--- src/hdl/pco_regs.vh ---
// Purpose: register map, fields and constants of the preset counter
// Assumes: 32-bit Avalon-MM data, byte addresses on a word grid
// Notes: definitions only
`ifndef PCO_REGS_VH
`define PCO_REGS_VH
// Register byte offsets
`define PCO_OFF_CTRL 6'h00
`define PCO_OFF_RUN 6'h04
`define PCO_OFF_SV1 6'h08
`define PCO_OFF_SV2 6'h0c
`define PCO_OFF_BSV 6'h10
`define PCO_OFF_PVA 6'h14
`define PCO_OFF_PVB 6'h18
`define PCO_OFF_TOT 6'h1c
`define PCO_OFF_BAT 6'h20
`define PCO_OFF_DUAL 6'h24
`define PCO_OFF_ON1 6'h28
`define PCO_OFF_ON2 6'h2c
`define PCO_OFF_RTM 6'h30
`define PCO_OFF_STAT 6'h34
// Configuration fields
`define PCO_CF_W 11
`define PCO_CF_MODE 2:0
`define PCO_CF_ALLOC 3
`define PCO_CF_INV1 4
`define PCO_CF_INV2 5
`define PCO_CF_BACKUP 6
`define PCO_CF_WRAP 7
`define PCO_CF_IND 9:8
`define PCO_CF_DSUB 10
`define PCO_CTRL_RST 11'h000
// Configurations
`define PCO_M_ONE 3'h0
`define PCO_M_TWO 3'h1
`define PCO_M_FCST 3'h2
`define PCO_M_TOTAL 3'h3
`define PCO_M_BATCH 3'h4
`define PCO_M_DUAL 3'h5
`define PCO_M_TWIN 3'h6
// Indicator modes
`define PCO_IND_RATIO 2'h0
`define PCO_IND_DARK 2'h1
`define PCO_IND_LIT 2'h2
// Count range, 21-bit two's complement
`define PCO_PV_TOP 21'h0f_423f
`define PCO_PV_LOW 21'h1e_7961
`define PCO_PV_ZERO 21'h00_0000
// Monitor scaling
`define PCO_ON_LAST 10'h03e7
`define PCO_RT_STEP_S 64'h0000_0000_0030_1ec0
`define PCO_CLK_HZ 64'h0000_0000_05f5_e100
// Backup slots
`define PCO_BK_PVA 2'h0
`define PCO_BK_PVB 2'h1
`define PCO_BK_BAT 2'h2
`define PCO_BK_FLG 2'h3
`define PCO_BK_DONE 3'h4
`endif

--- src/hdl/pco_backup_mem.v ---
// Purpose: small state store that keeps counter values across power loss
// Assumes: one write and one read port, one clock
// Notes: read data is registered, one cycle of latency
`timescale 1ns/1ps
module pco_backup_mem #(
  parameter DEPTH = 4,
  parameter AW = 2,
  parameter W = 32
) (
  // Clock and reset
  input wire clock,
  input wire resetn,
  // Write port
  input wire we,
  input wire [AW-1:0] waddr,
  input wire [W-1:0] wdata,
  // Read port
  input wire [AW-1:0] raddr,
  output reg [W-1:0] rdata
);
  reg [W-1:0] mem [0:DEPTH-1];

  // Storage write
  always @(posedge clock) begin
    if (we) begin
      mem[waddr] <= wdata;
    end
  end

  // Registered read
  always @(posedge clock or negedge resetn) begin
    if (!resetn) begin
      rdata <= {W{1'b0}};
    end else begin
      rdata <= mem[raddr];
    end
  end
endmodule // pco_backup_mem

--- src/hdl/pco_counter.v ---
// Purpose: output, backup and indicator logic of a six-digit preset counter
// Assumes: count and reset inputs synchronous to clock, one count per edge
// Notes: registers on Avalon-MM, one wait state per access
//
// Behaviour
// - Accumulated output ON counts are read-only monitor values.
// - One monitor unit equals 1,000 output ON events.
// - Allocation off: first to relay, second to three-terminal; on swaps.
// - Each output has own inversion; closed mode turns off at set value.
// - Backup on restores value and outputs after power loss; off resets.
// - Wrap on: decrementing past zero loads 999999 and keeps counting.
// - Wrap off: below zero follows output mode, no wrap to top.
// - Wrap setting only applies in 1-stage, 2-stage, forecast and total modes.
// - Ratio mode drives six segments from present value over set value.
// - Forced-dark mode keeps every segment off.
// - Forced-lit mode keeps every segment on.
// - Incrementing lights segments from left at each sixth, all at full.
// - Rollover from top to zero blanks segments until counting resumes.
// - Decrementing turns segments off from right, all off at one sixth.
// - Wrap from zero to top lights every segment.
// - Operating time is a read-only monitor in 0.1 year steps.
// - Preset modes drive outputs when value reaches set value one or two.
// - Forecast set value is a deviation below the main set value.
// - Batch mode counts completions, first output on at batch set value.
// - Dual value is A plus B, or A minus B in subtract mode.
// - Dual mode drives outputs when dual value reaches its set value.
// - Twin mode keeps two values with two separate set values.
// - Configuration applies on return to run, set values at once; a change clears value and outputs.
//
// Register access over Avalon-MM and the register offsets were decided locally.
`timescale 1ns/1ps
`include "pco_regs.vh"
module pco_counter #(
  parameter [63:0] CLK_HZ = `PCO_CLK_HZ,
  parameter [63:0] RT_STEP_CYCLES = `PCO_RT_STEP_S * CLK_HZ
) (
  // Clock and reset
  input wire clock,
  input wire resetn,
  // Avalon-MM slave
  input wire [5:0] address,
  input wire read,
  input wire write,
  input wire [3:0] byteenable,
  input wire [31:0] writedata,
  output wire waitrequest,
  output reg [31:0] readdata,
  // Field inputs
  input wire count_input_a,
  input wire count_input_b,
  input wire count_down,
  input wire reset_input_1,
  input wire reset_input_2,
  input wire power_ok,
  // Field outputs
  output reg relay_group_out,
  output reg three_term_group_out,
  output reg [5:0] status_segments
);
  localparam ST_RUN = 2'b00;
  localparam ST_OFF = 2'b01;
  localparam ST_LOAD = 2'b10;

  reg [1:0] state;
  reg ack;
  reg [`PCO_CF_W-1:0] cfg_sw;
  reg [`PCO_CF_W-1:0] cfg;
  reg run_sw;
  reg run_q;
  reg signed [20:0] sv1;
  reg signed [20:0] sv2;
  reg signed [20:0] bsv;
  reg signed [20:0] pv_a;
  reg signed [20:0] pv_b;
  reg signed [20:0] tot;
  reg signed [20:0] bat;
  reg o1;
  reg o2;
  reg [1:0] ind_force;
  reg prev_a;
  reg prev_b;
  reg [2:0] ld_idx;
  reg [1:0] wr_idx;
  reg [31:0] wr_data;
  reg [9:0] on_sub1;
  reg [9:0] on_sub2;
  reg [31:0] on_mon1;
  reg [31:0] on_mon2;
  reg on_q1;
  reg on_q2;
  reg [63:0] rt_cnt;
  reg [31:0] rt_mon;
  wire [31:0] bk_rdata;

  // Shared arithmetic
  function [22:0] step;
    input signed [20:0] v;
    input dn;
    input wrap;
    begin
      step = {2'b00, v + 21'sd1};
      if (!dn && v == `PCO_PV_TOP) begin
        step = {2'b10, `PCO_PV_ZERO};
      end else if (dn && wrap && v == `PCO_PV_ZERO) begin
        step = {2'b01, `PCO_PV_TOP};
      end else if (dn && v == `PCO_PV_LOW) begin
        step = {2'b00, v};
      end else if (dn) begin
        step = {2'b00, v - 21'sd1};
      end
    end
  endfunction

  function [2:0] lit_count;
    input signed [21:0] pv;
    input signed [21:0] sv;
    input dn;
    integer k;
    reg signed [25:0] p6;
    reg signed [25:0] ks;
    begin
      lit_count = 3'd0;
      p6 = ({{4{pv[21]}}, pv} <<< 2) + ({{4{pv[21]}}, pv} <<< 1);
      ks = 26'sd0;
      for (k = 1; k <= 6; k = k + 1) begin
        ks = ks + {{4{sv[21]}}, sv};
        if (dn ? (p6 > ks) : (p6 >= ks)) begin
          lit_count = lit_count + 3'd1;
        end
      end
      if (sv <= 22'sd0) begin
        lit_count = 3'd6;
      end
    end
  endfunction

  function [31:0] merge;
    input [31:0] old;
    input [31:0] nw;
    input [3:0] be;
    integer i;
    begin
      merge = old;
      for (i = 0; i < 4; i = i + 1) begin
        if (be[i]) begin
          merge[i*8 +: 8] = nw[i*8 +: 8];
        end
      end
    end
  endfunction

  // Bus handshake: one wait state, then answer
  assign waitrequest = (read | write) & ~ack;

  wire wr_go = write & ack;
  wire [2:0] mode = cfg[`PCO_CF_MODE];
  wire wrap_eff = cfg[`PCO_CF_WRAP] & (mode <= `PCO_M_TOTAL);
  wire dn_a = count_down & (mode <= `PCO_M_BATCH);
  wire ev_a = count_input_a & ~prev_a & ~reset_input_1;
  wire ev_b = count_input_b & ~prev_b & ~reset_input_2;
  wire [22:0] sa = step(pv_a, dn_a, wrap_eff);
  wire [22:0] sb = step(pv_b, 1'b0, 1'b0);
  wire [22:0] st = step(tot, dn_a, wrap_eff);
  wire signed [20:0] nxt_a = ev_a ? sa[20:0] : pv_a;
  wire signed [20:0] nxt_b = ev_b ? sb[20:0] : pv_b;
  wire signed [21:0] nxt_dual = cfg[`PCO_CF_DSUB] ?
    ({nxt_a[20], nxt_a} - {nxt_b[20], nxt_b}) :
    ({nxt_a[20], nxt_a} + {nxt_b[20], nxt_b});
  wire signed [21:0] dual = cfg[`PCO_CF_DSUB] ?
    ({pv_a[20], pv_a} - {pv_b[20], pv_b}) :
    ({pv_a[20], pv_a} + {pv_b[20], pv_b});
  wire signed [20:0] thr1 = (mode == `PCO_M_FCST) ? (sv2 - sv1) : sv1;
  wire apply = run_sw & ~run_q & (cfg_sw != cfg);
  wire live = (state == ST_RUN);

  // Completion events per configuration
  reg set1;
  reg set2;
  reg done_cycle;
  always @* begin
    set1 = 1'b0;
    set2 = 1'b0;
    done_cycle = 1'b0;
    case (mode)
      `PCO_M_TWO, `PCO_M_FCST: begin
        set1 = ev_a && nxt_a == thr1;
        set2 = ev_a && nxt_a == sv2;
      end
      `PCO_M_BATCH: begin
        done_cycle = ev_a && nxt_a == sv1;
        set2 = done_cycle;
      end
      `PCO_M_DUAL: begin
        set1 = (ev_a | ev_b) && nxt_dual == {sv1[20], sv1};
        set2 = set1;
      end
      `PCO_M_TWIN: begin
        set1 = ev_a && nxt_a == sv1;
        set2 = ev_b && nxt_b == sv2;
      end
      default: begin
        set1 = ev_a && nxt_a == sv1;
        set2 = set1;
      end
    endcase
  end

  // Backup snapshot word
  always @* begin
    case (wr_idx)
      `PCO_BK_PVA: wr_data = {11'h000, pv_a};
      `PCO_BK_PVB: wr_data = {11'h000, pv_b};
      `PCO_BK_BAT: wr_data = {11'h000, bat};
      default: wr_data = {26'h000_0000, ind_force, tot[0], 1'b0, o2, o1};
    endcase
  end

  pco_backup_mem #(
    .DEPTH(4),
    .AW(2),
    .W(32)
  ) u_mem (
    .clock(clock),
    .resetn(resetn),
    .we(live),
    .waddr(wr_idx),
    .wdata(wr_data),
    .raddr(ld_idx[1:0]),
    .rdata(bk_rdata)
  );

  // Core counters, power sequence and configuration apply
  always @(posedge clock or negedge resetn) begin
    if (!resetn) begin
      state <= ST_RUN;
      cfg <= `PCO_CTRL_RST;
      run_q <= 1'b0;
      pv_a <= `PCO_PV_ZERO;
      pv_b <= `PCO_PV_ZERO;
      tot <= `PCO_PV_ZERO;
      bat <= `PCO_PV_ZERO;
      o1 <= 1'b0;
      o2 <= 1'b0;
      ind_force <= `PCO_IND_RATIO;
      prev_a <= 1'b0;
      prev_b <= 1'b0;
      ld_idx <= 3'd0;
      wr_idx <= 2'd0;
    end else begin
      run_q <= run_sw;
      prev_a <= count_input_a;
      prev_b <= count_input_b;
      case (state)
        ST_RUN: begin
          wr_idx <= wr_idx + 2'd1;
          if (!power_ok) begin
            state <= ST_OFF;
          end else if (apply) begin
            cfg <= cfg_sw;
            pv_a <= `PCO_PV_ZERO;
            pv_b <= `PCO_PV_ZERO;
            tot <= `PCO_PV_ZERO;
            bat <= `PCO_PV_ZERO;
            o1 <= 1'b0;
            o2 <= 1'b0;
            ind_force <= `PCO_IND_RATIO;
          end else begin
            pv_a <= reset_input_1 ? `PCO_PV_ZERO : nxt_a;
            pv_b <= reset_input_2 ? `PCO_PV_ZERO : nxt_b;
            if (mode == `PCO_M_TOTAL) begin
              if (reset_input_2) begin
                tot <= `PCO_PV_ZERO;
              end else if (ev_a) begin
                tot <= st[20:0];
              end
            end
            // Rollover blanks, wrap lights, next count resumes ratio
            if (ev_a && sa[22]) begin
              ind_force <= `PCO_IND_DARK;
            end else if (ev_a && sa[21]) begin
              ind_force <= `PCO_IND_LIT;
            end else if (ev_a | ev_b) begin
              ind_force <= `PCO_IND_RATIO;
            end
            if (mode == `PCO_M_BATCH) begin
              if (reset_input_2) begin
                bat <= `PCO_PV_ZERO;
                o1 <= 1'b0;
              end else begin
                if (done_cycle) begin
                  bat <= (bat == `PCO_PV_TOP) ? `PCO_PV_ZERO : bat + 21'sd1;
                end
                if (bsv != `PCO_PV_ZERO &&
                    (bat + {20'h0_0000, done_cycle}) >= bsv) begin
                  o1 <= 1'b1;
                end
              end
              o2 <= reset_input_1 ? 1'b0 : (o2 | set2);
            end else if (mode == `PCO_M_TWIN) begin
              o1 <= reset_input_1 ? 1'b0 : (o1 | set1);
              o2 <= reset_input_2 ? 1'b0 : (o2 | set2);
            end else begin
              o1 <= reset_input_1 ? 1'b0 : (o1 | set1);
              o2 <= reset_input_1 ? 1'b0 : (o2 | set2);
            end
          end
        end
        ST_OFF: begin
          ld_idx <= 3'd0;
          if (power_ok) begin
            if (cfg[`PCO_CF_BACKUP]) begin
              state <= ST_LOAD;
            end else begin
              state <= ST_RUN;
              pv_a <= `PCO_PV_ZERO;
              pv_b <= `PCO_PV_ZERO;
              o1 <= 1'b0;
              o2 <= 1'b0;
              ind_force <= `PCO_IND_RATIO;
            end
          end
        end
        ST_LOAD: begin
          // Word of slot ld_idx-1 is on bk_rdata now
          ld_idx <= ld_idx + 3'd1;
          case (ld_idx)
            3'd1: pv_a <= bk_rdata[20:0];
            3'd2: pv_b <= bk_rdata[20:0];
            3'd3: bat <= bk_rdata[20:0];
            3'd4: begin
              o1 <= bk_rdata[0];
              o2 <= bk_rdata[1];
              ind_force <= bk_rdata[5:4];
            end
            default: ld_idx <= 3'd1;
          endcase
          if (ld_idx == `PCO_BK_DONE) begin
            state <= power_ok ? ST_RUN : ST_OFF;
          end
        end
        default: state <= ST_RUN;
      endcase
    end
  end

  // Indicator source and pattern
  reg signed [21:0] ind_pv;
  reg signed [21:0] ind_sv;
  reg [5:0] next_segments;
  always @* begin
    ind_pv = {pv_a[20], pv_a};
    ind_sv = {sv1[20], sv1};
    if (mode == `PCO_M_DUAL) begin
      ind_pv = dual;
    end else if (mode == `PCO_M_TWO || mode == `PCO_M_FCST) begin
      ind_sv = {sv2[20], sv2};
    end
    // Left segment is bit 5; segments clear from the right
    next_segments = ~(6'h3f >> lit_count(ind_pv, ind_sv, dn_a)) & 6'h3f;
    if (ind_pv < 22'sd0) begin
      next_segments = 6'h00;
    end
    if (ind_force == `PCO_IND_DARK) begin
      next_segments = 6'h00;
    end else if (ind_force == `PCO_IND_LIT) begin
      next_segments = 6'h3f;
    end
    case (cfg[`PCO_CF_IND])
      `PCO_IND_DARK: next_segments = 6'h00;
      `PCO_IND_LIT: next_segments = 6'h3f;
      default: next_segments = next_segments;
    endcase
  end

  // Terminal drive, inversion then allocation
  wire t1 = live & (o1 ^ cfg[`PCO_CF_INV1]);
  wire t2 = live & (o2 ^ cfg[`PCO_CF_INV2]);
  always @(posedge clock or negedge resetn) begin
    if (!resetn) begin
      relay_group_out <= 1'b0;
      three_term_group_out <= 1'b0;
      status_segments <= 6'h00;
    end else begin
      relay_group_out <= cfg[`PCO_CF_ALLOC] ? t2 : t1;
      three_term_group_out <= cfg[`PCO_CF_ALLOC] ? t1 : t2;
      status_segments <= live ? next_segments : 6'h00;
    end
  end

  // ON event monitors and run time monitor
  always @(posedge clock or negedge resetn) begin
    if (!resetn) begin
      on_q1 <= 1'b0;
      on_q2 <= 1'b0;
      on_sub1 <= 10'h000;
      on_sub2 <= 10'h000;
      on_mon1 <= 32'h0000_0000;
      on_mon2 <= 32'h0000_0000;
      rt_cnt <= 64'h0000_0000_0000_0000;
      rt_mon <= 32'h0000_0000;
    end else begin
      on_q1 <= o1 & live;
      on_q2 <= o2 & live;
      if (o1 & live & ~on_q1) begin
        on_sub1 <= (on_sub1 == `PCO_ON_LAST) ? 10'h000 : on_sub1 + 10'h001;
        if (on_sub1 == `PCO_ON_LAST) begin
          on_mon1 <= on_mon1 + 32'h0000_0001;
        end
      end
      if (o2 & live & ~on_q2) begin
        on_sub2 <= (on_sub2 == `PCO_ON_LAST) ? 10'h000 : on_sub2 + 10'h001;
        if (on_sub2 == `PCO_ON_LAST) begin
          on_mon2 <= on_mon2 + 32'h0000_0001;
        end
      end
      if (live) begin
        if (rt_cnt >= RT_STEP_CYCLES - 64'h0000_0000_0000_0001) begin
          rt_cnt <= 64'h0000_0000_0000_0000;
          rt_mon <= rt_mon + 32'h0000_0001;
        end else begin
          rt_cnt <= rt_cnt + 64'h0000_0000_0000_0001;
        end
      end
    end
  end

  // Register writes and read data
  wire [31:0] wm_cf = merge({21'h00_0000, cfg_sw}, writedata, byteenable);
  wire [31:0] wm_sv1 = merge({11'h000, sv1}, writedata, byteenable);
  wire [31:0] wm_sv2 = merge({11'h000, sv2}, writedata, byteenable);
  wire [31:0] wm_bsv = merge({11'h000, bsv}, writedata, byteenable);
  always @(posedge clock or negedge resetn) begin
    if (!resetn) begin
      ack <= 1'b0;
      readdata <= 32'h0000_0000;
      cfg_sw <= `PCO_CTRL_RST;
      run_sw <= 1'b0;
      sv1 <= `PCO_PV_ZERO;
      sv2 <= `PCO_PV_ZERO;
      bsv <= `PCO_PV_ZERO;
    end else begin
      ack <= (read | write) & ~ack;
      if (wr_go) begin
        case (address)
          `PCO_OFF_CTRL: cfg_sw <= wm_cf[`PCO_CF_W-1:0];
          `PCO_OFF_RUN: run_sw <= byteenable[0] ? writedata[0] : run_sw;
          `PCO_OFF_SV1: sv1 <= wm_sv1[20:0];
          `PCO_OFF_SV2: sv2 <= wm_sv2[20:0];
          `PCO_OFF_BSV: bsv <= wm_bsv[20:0];
          default: run_sw <= run_sw;
        endcase
      end
      if (read & ~ack) begin
        case (address)
          `PCO_OFF_CTRL: readdata <= {21'h00_0000, cfg_sw};
          `PCO_OFF_RUN: readdata <= {31'h0000_0000, run_sw};
          `PCO_OFF_SV1: readdata <= {{11{sv1[20]}}, sv1};
          `PCO_OFF_SV2: readdata <= {{11{sv2[20]}}, sv2};
          `PCO_OFF_BSV: readdata <= {{11{bsv[20]}}, bsv};
          `PCO_OFF_PVA: readdata <= {{11{pv_a[20]}}, pv_a};
          `PCO_OFF_PVB: readdata <= {{11{pv_b[20]}}, pv_b};
          `PCO_OFF_TOT: readdata <= {{11{tot[20]}}, tot};
          `PCO_OFF_BAT: readdata <= {{11{bat[20]}}, bat};
          `PCO_OFF_DUAL: readdata <= {{10{dual[21]}}, dual};
          `PCO_OFF_ON1: readdata <= on_mon1;
          `PCO_OFF_ON2: readdata <= on_mon2;
          `PCO_OFF_RTM: readdata <= rt_mon;
          `PCO_OFF_STAT: readdata <= {16'h0000, state, status_segments,
            4'h0, three_term_group_out, relay_group_out, o2, o1};
          default: readdata <= 32'h0000_0000;
        endcase
      end
    end
  end
endmodule // pco_counter

--- config.mk ---
export PLATFORM = sky130hd
export DESIGN_NAME = pco_counter
export DESIGN_NICKNAME = d
export VERILOG_FILES = /design/src/hdl/pco_backup_mem.v /design/src/hdl/pco_counter.v
export VERILOG_INCLUDE_DIRS = /design/src /design/src/hdl
export SDC_FILE = /design/constraint.sdc
export NUM_CORES = 2
export LEC_CHECK = 0
export BUFFER_PORTS_ARGS = -buffer_cell sky130_fd_sc_hd__buf_2
export CAP_MARGIN = 20
export CORE_AREA = 5 5 269 271
export DETAILED_ROUTE_END_ITERATION = 7
export DIE_AREA = 0 0 274 276
export PLACE_DENSITY = 0.79
export SLEW_MARGIN = 20
export SYNTH_ARGS = -nofsm -noshare
export SYNTH_HDL_FRONTEND = slang
export SYNTH_SLANG_ARGS = --single-unit
--- constraint.sdc ---
create_clock -name clock -period 16.6 [get_ports clock]
set_input_delay 1.66 -clock clock [delete_from_list [all_inputs] [get_ports clock]]
set_output_delay 1.66 -clock clock [all_outputs]
set_load 0.03 [all_outputs]
==> impl_metrics.yaml <==
final_layout:
  layout.cell_area.non_filler_um2: 46000
  final_layout_size_suffix_gt1_frac: 0.08937
  syn2layout_area_growth_pct: 8.072
  finish.net_count: 5352
  final_core_util: 0.6615
  final_cell_count_no_fill: 5892
clock_tree:
  htree_levels: 2
  clk_pin_slew_worst_paths_ns: 0.09
  clock_tree.buffer_depth: 3
  clkLatencyLatePin_ns: 0.65
  cts_root_buffer: "clkbuf_16"
  clock_sinks: 512
  cts.hold.buffers_added: 0
  cts.repair_timing.setup_buffer_count: 0
  cts-buffers-inserted: 55
  tritoncts: "yes"
  cts_resized: 0
synth:
  netlist_top_cells_area: "dfrtp_1, ha_1, xnor2_1"
  synthesis.instances: 4889
  synth_enable_flop_cells: 84
  synth-warning-count: 0
  post-synth-top-count-cell: "dfrtp_1"
  synth.largest_area_cell: "dfrtp_1"
  synth_seq_cells: 512
  synth_top_area_share: 0.2516
  syn-cell-area_um2: 42560
  postSynthAreaPerCell_um2: 8.706
  synth_top_cells_by_count: "dfrtp_1, nand2_1, nor2_1"
  top_flip_flop_cell_by_instance_count_after_synthesis: "dfrtp_1"
  async_flop_share: 0.8359
  postSynthNetCount: 5337
  synth.yosys.seq_area_share: 0.3109
  yosysUniqueCellTypes: 99
place:
  post-dp-hpwl_um: 118500
  buffer_ports.inserted: 80
  dpl.cell_count: 5787
  postPlaceCellArea_um2: 44080
  dp_worst_setup_slack_ns: 4.642
  routabilityCongestion: 1.136
status:
  run_status: "finished, violations left"
  failed_checks: "DRC"
worst_setup_path:
  crit_arrival_ns: 12.82
  worst_setup_path_start_kind: "flop"
  required_ns: 17.08
  worst_setup_path_type: "reg -> reg"
  critPathCaptureType: "flop"
  critPathMostFrequentCell: "o21ai_0"
  critPathMaxFanout: 13
  timing.critical_path.slowest_stage_cell: "nor3_1"
  max_stage_delay_ns: 0.77
pwr:
  power.ir.vdd_worst_v: 0.0005630
  totalPowerFinal_mw: 10.50
  p_leak_nw: 20.87
  power_density_nw_per_um2: 228.2
worst_hold_path:
  worst_hold_path_type: "reg -> reg"
timing:
  final.setup_skew_ns: 0.03909
  setup_repair_after_global_routing_missed_its_margin: "no"
  post-route-period-util: 0.7433
  maxSlewHeadroom: 0.1807
  final_max_slew_viol_count: 0
  max_clock_freq_mhz: 81.04
  final.setup.worst_slack_ns: 4.261
  hold_viol: 0
  setup-violations-final: 0
  fin_tns_setup_ns: 0
  final.min_clock_period_ns: 12.34
  hold_ws_ns: 0.4595
  tightestPinTransition_ns: 1.229
routing:
  detail-route-antenna-nets: 0
  drt_iter0_drc: 5789
  avgRoutedWirePerCell_um: 26.78
  drt_first_pass_iters: 8
  via_count_of_the_routed_design: 40640
  postRouteWirelength_um: 157800
  viasPerCell: 6.897
  drc_errors: 85
run:
  cap_viol_max_count: 0
global_routing:
  grt_antenna_before_repair: 9
  maximum_number_of_pins_on_one_net_before_global_route_repair: 97
  grt_pass1_wl_um: 234600
  first_global_vias: 38150
  gr-usage-all-layers: 0.4026
  globalRouteOverflowTotal: 0
floorplan:
  die_area_um2: 75620
  coreArea_um2: 69540
  die_h_um: 276
  initial_utilization: 0.6121
  design.portCount: 93
  placement_rows: 97
  fp.dieW_um: 274
-- path summary, 6_finish.rpt --
| kind | slack, ns | cells after the start | endpoint | from |
|---|---|---|---|---|
| min in group asynchronous | 1.08 | 1 | on_mon1[14] | resetn |
| setup / recovery | 4.26 | 46 | status_segments[3] | cfg[1] |
| hold / removal | 0.46 | 0 | run_q | run_sw |
| hold reg to reg | 0.46 | 0 | run_q | run_sw |
| setup reg to reg | 4.26 | 46 | status_segments[3] | cfg[1] |
| max in group asynchronous | 13.33 | 3 | pv_b[9] | resetn |
-- per-layer routing --
layer | track usage | routed length (um) | vias up
li1 | - | - | 17910
met1 | 0.5109 | 58480 | 19220
met2 | 0.5708 | 62970 | 2666
met3 | 0.1486 | 21000 | 838
met4 | 0.2663 | 15030 | 8
met5 | 0.03081 | 301 | -
-- worst max-delay path, delay by kind of cell (launching register included) --
kind	cells	cell delay [ns]
simple gates	13	3.29
buf+inv	3	0.65
flops	1	0.73
fa+ha+maj	5	2.00
compound gates	21	4.34
xor+xnor	4	1.16
-- cells by family after synthesis --
group	count (synthesis)	share of synthesized area
compound gates	1227	0.1940
xor+xnor	508	0.1066
fa+ha+maj	399	0.1185
buf+inv	472	0.04254
flops	512	0.3109
mux	121	0.03689
simple gates	1650	0.1906
-- placed cells by master (no fill, tap or decap), drive strengths merged, types with 38 or more instances in the layout --
cell type / n
dfrtp: 428
nand2: 420
nor2: 404
ha: 388
xnor2: 312
o21ai: 281
inv: 257
a21oi: 243
xor2: 192
buf: 176
nand3: 167
nor3: 131
a21o: 119
nand4: 116
a22oi: 115
edfxtp: 84
clkbuf: 78
mux2: 77
and3: 69
nor4: 56
a31oi: 54
o21a: 50
nand2b: 50
nor2b: 47
and2: 47
a211oi: 42
or3: 38
a222oi: 38
-- area by class of cell --
cell class | count | area [um2]
Antenna cell | 6 | 15.01
Clock buffer | 78 | 1615
Clock inverter | 21 | 269.0
Fill cell | 5845 | 23540
Inverter | 254 | 953.4
Multi-Input combinational cell | 3905 | 27600
Sequential cell | 512 | 13230
Tap cell | 940 | 1176
Timing Repair Buffer | 176 | 1142
-- state kept, by name, summed over array words and instances, names as in the netlist, 10 cells and up --
| name | flops |
|---|---|
| bat | 21 |
| bsv | 21 |
| cfg | 11 |
| cfg_sw | 11 |
| on_mon1 | 32 |
| on_mon2 | 32 |
| on_sub1 | 10 |
| on_sub2 | 10 |
| pv_a | 21 |
| pv_b | 21 |
| readdata | 32 |
| rt_cnt | 64 |
| rt_mon | 32 |
| sv1 | 21 |
| sv2 | 21 |
| tot | 21 |
| u_mem.mem | 84 |
| u_mem.rdata | 21 |
-- report_power, final --
group          switching, mW  internal (mW)
sequential             0.224           1.46
clock                  0.553          0.743
combinational           4.26           3.26
Power figures use the tool's default switching activity.
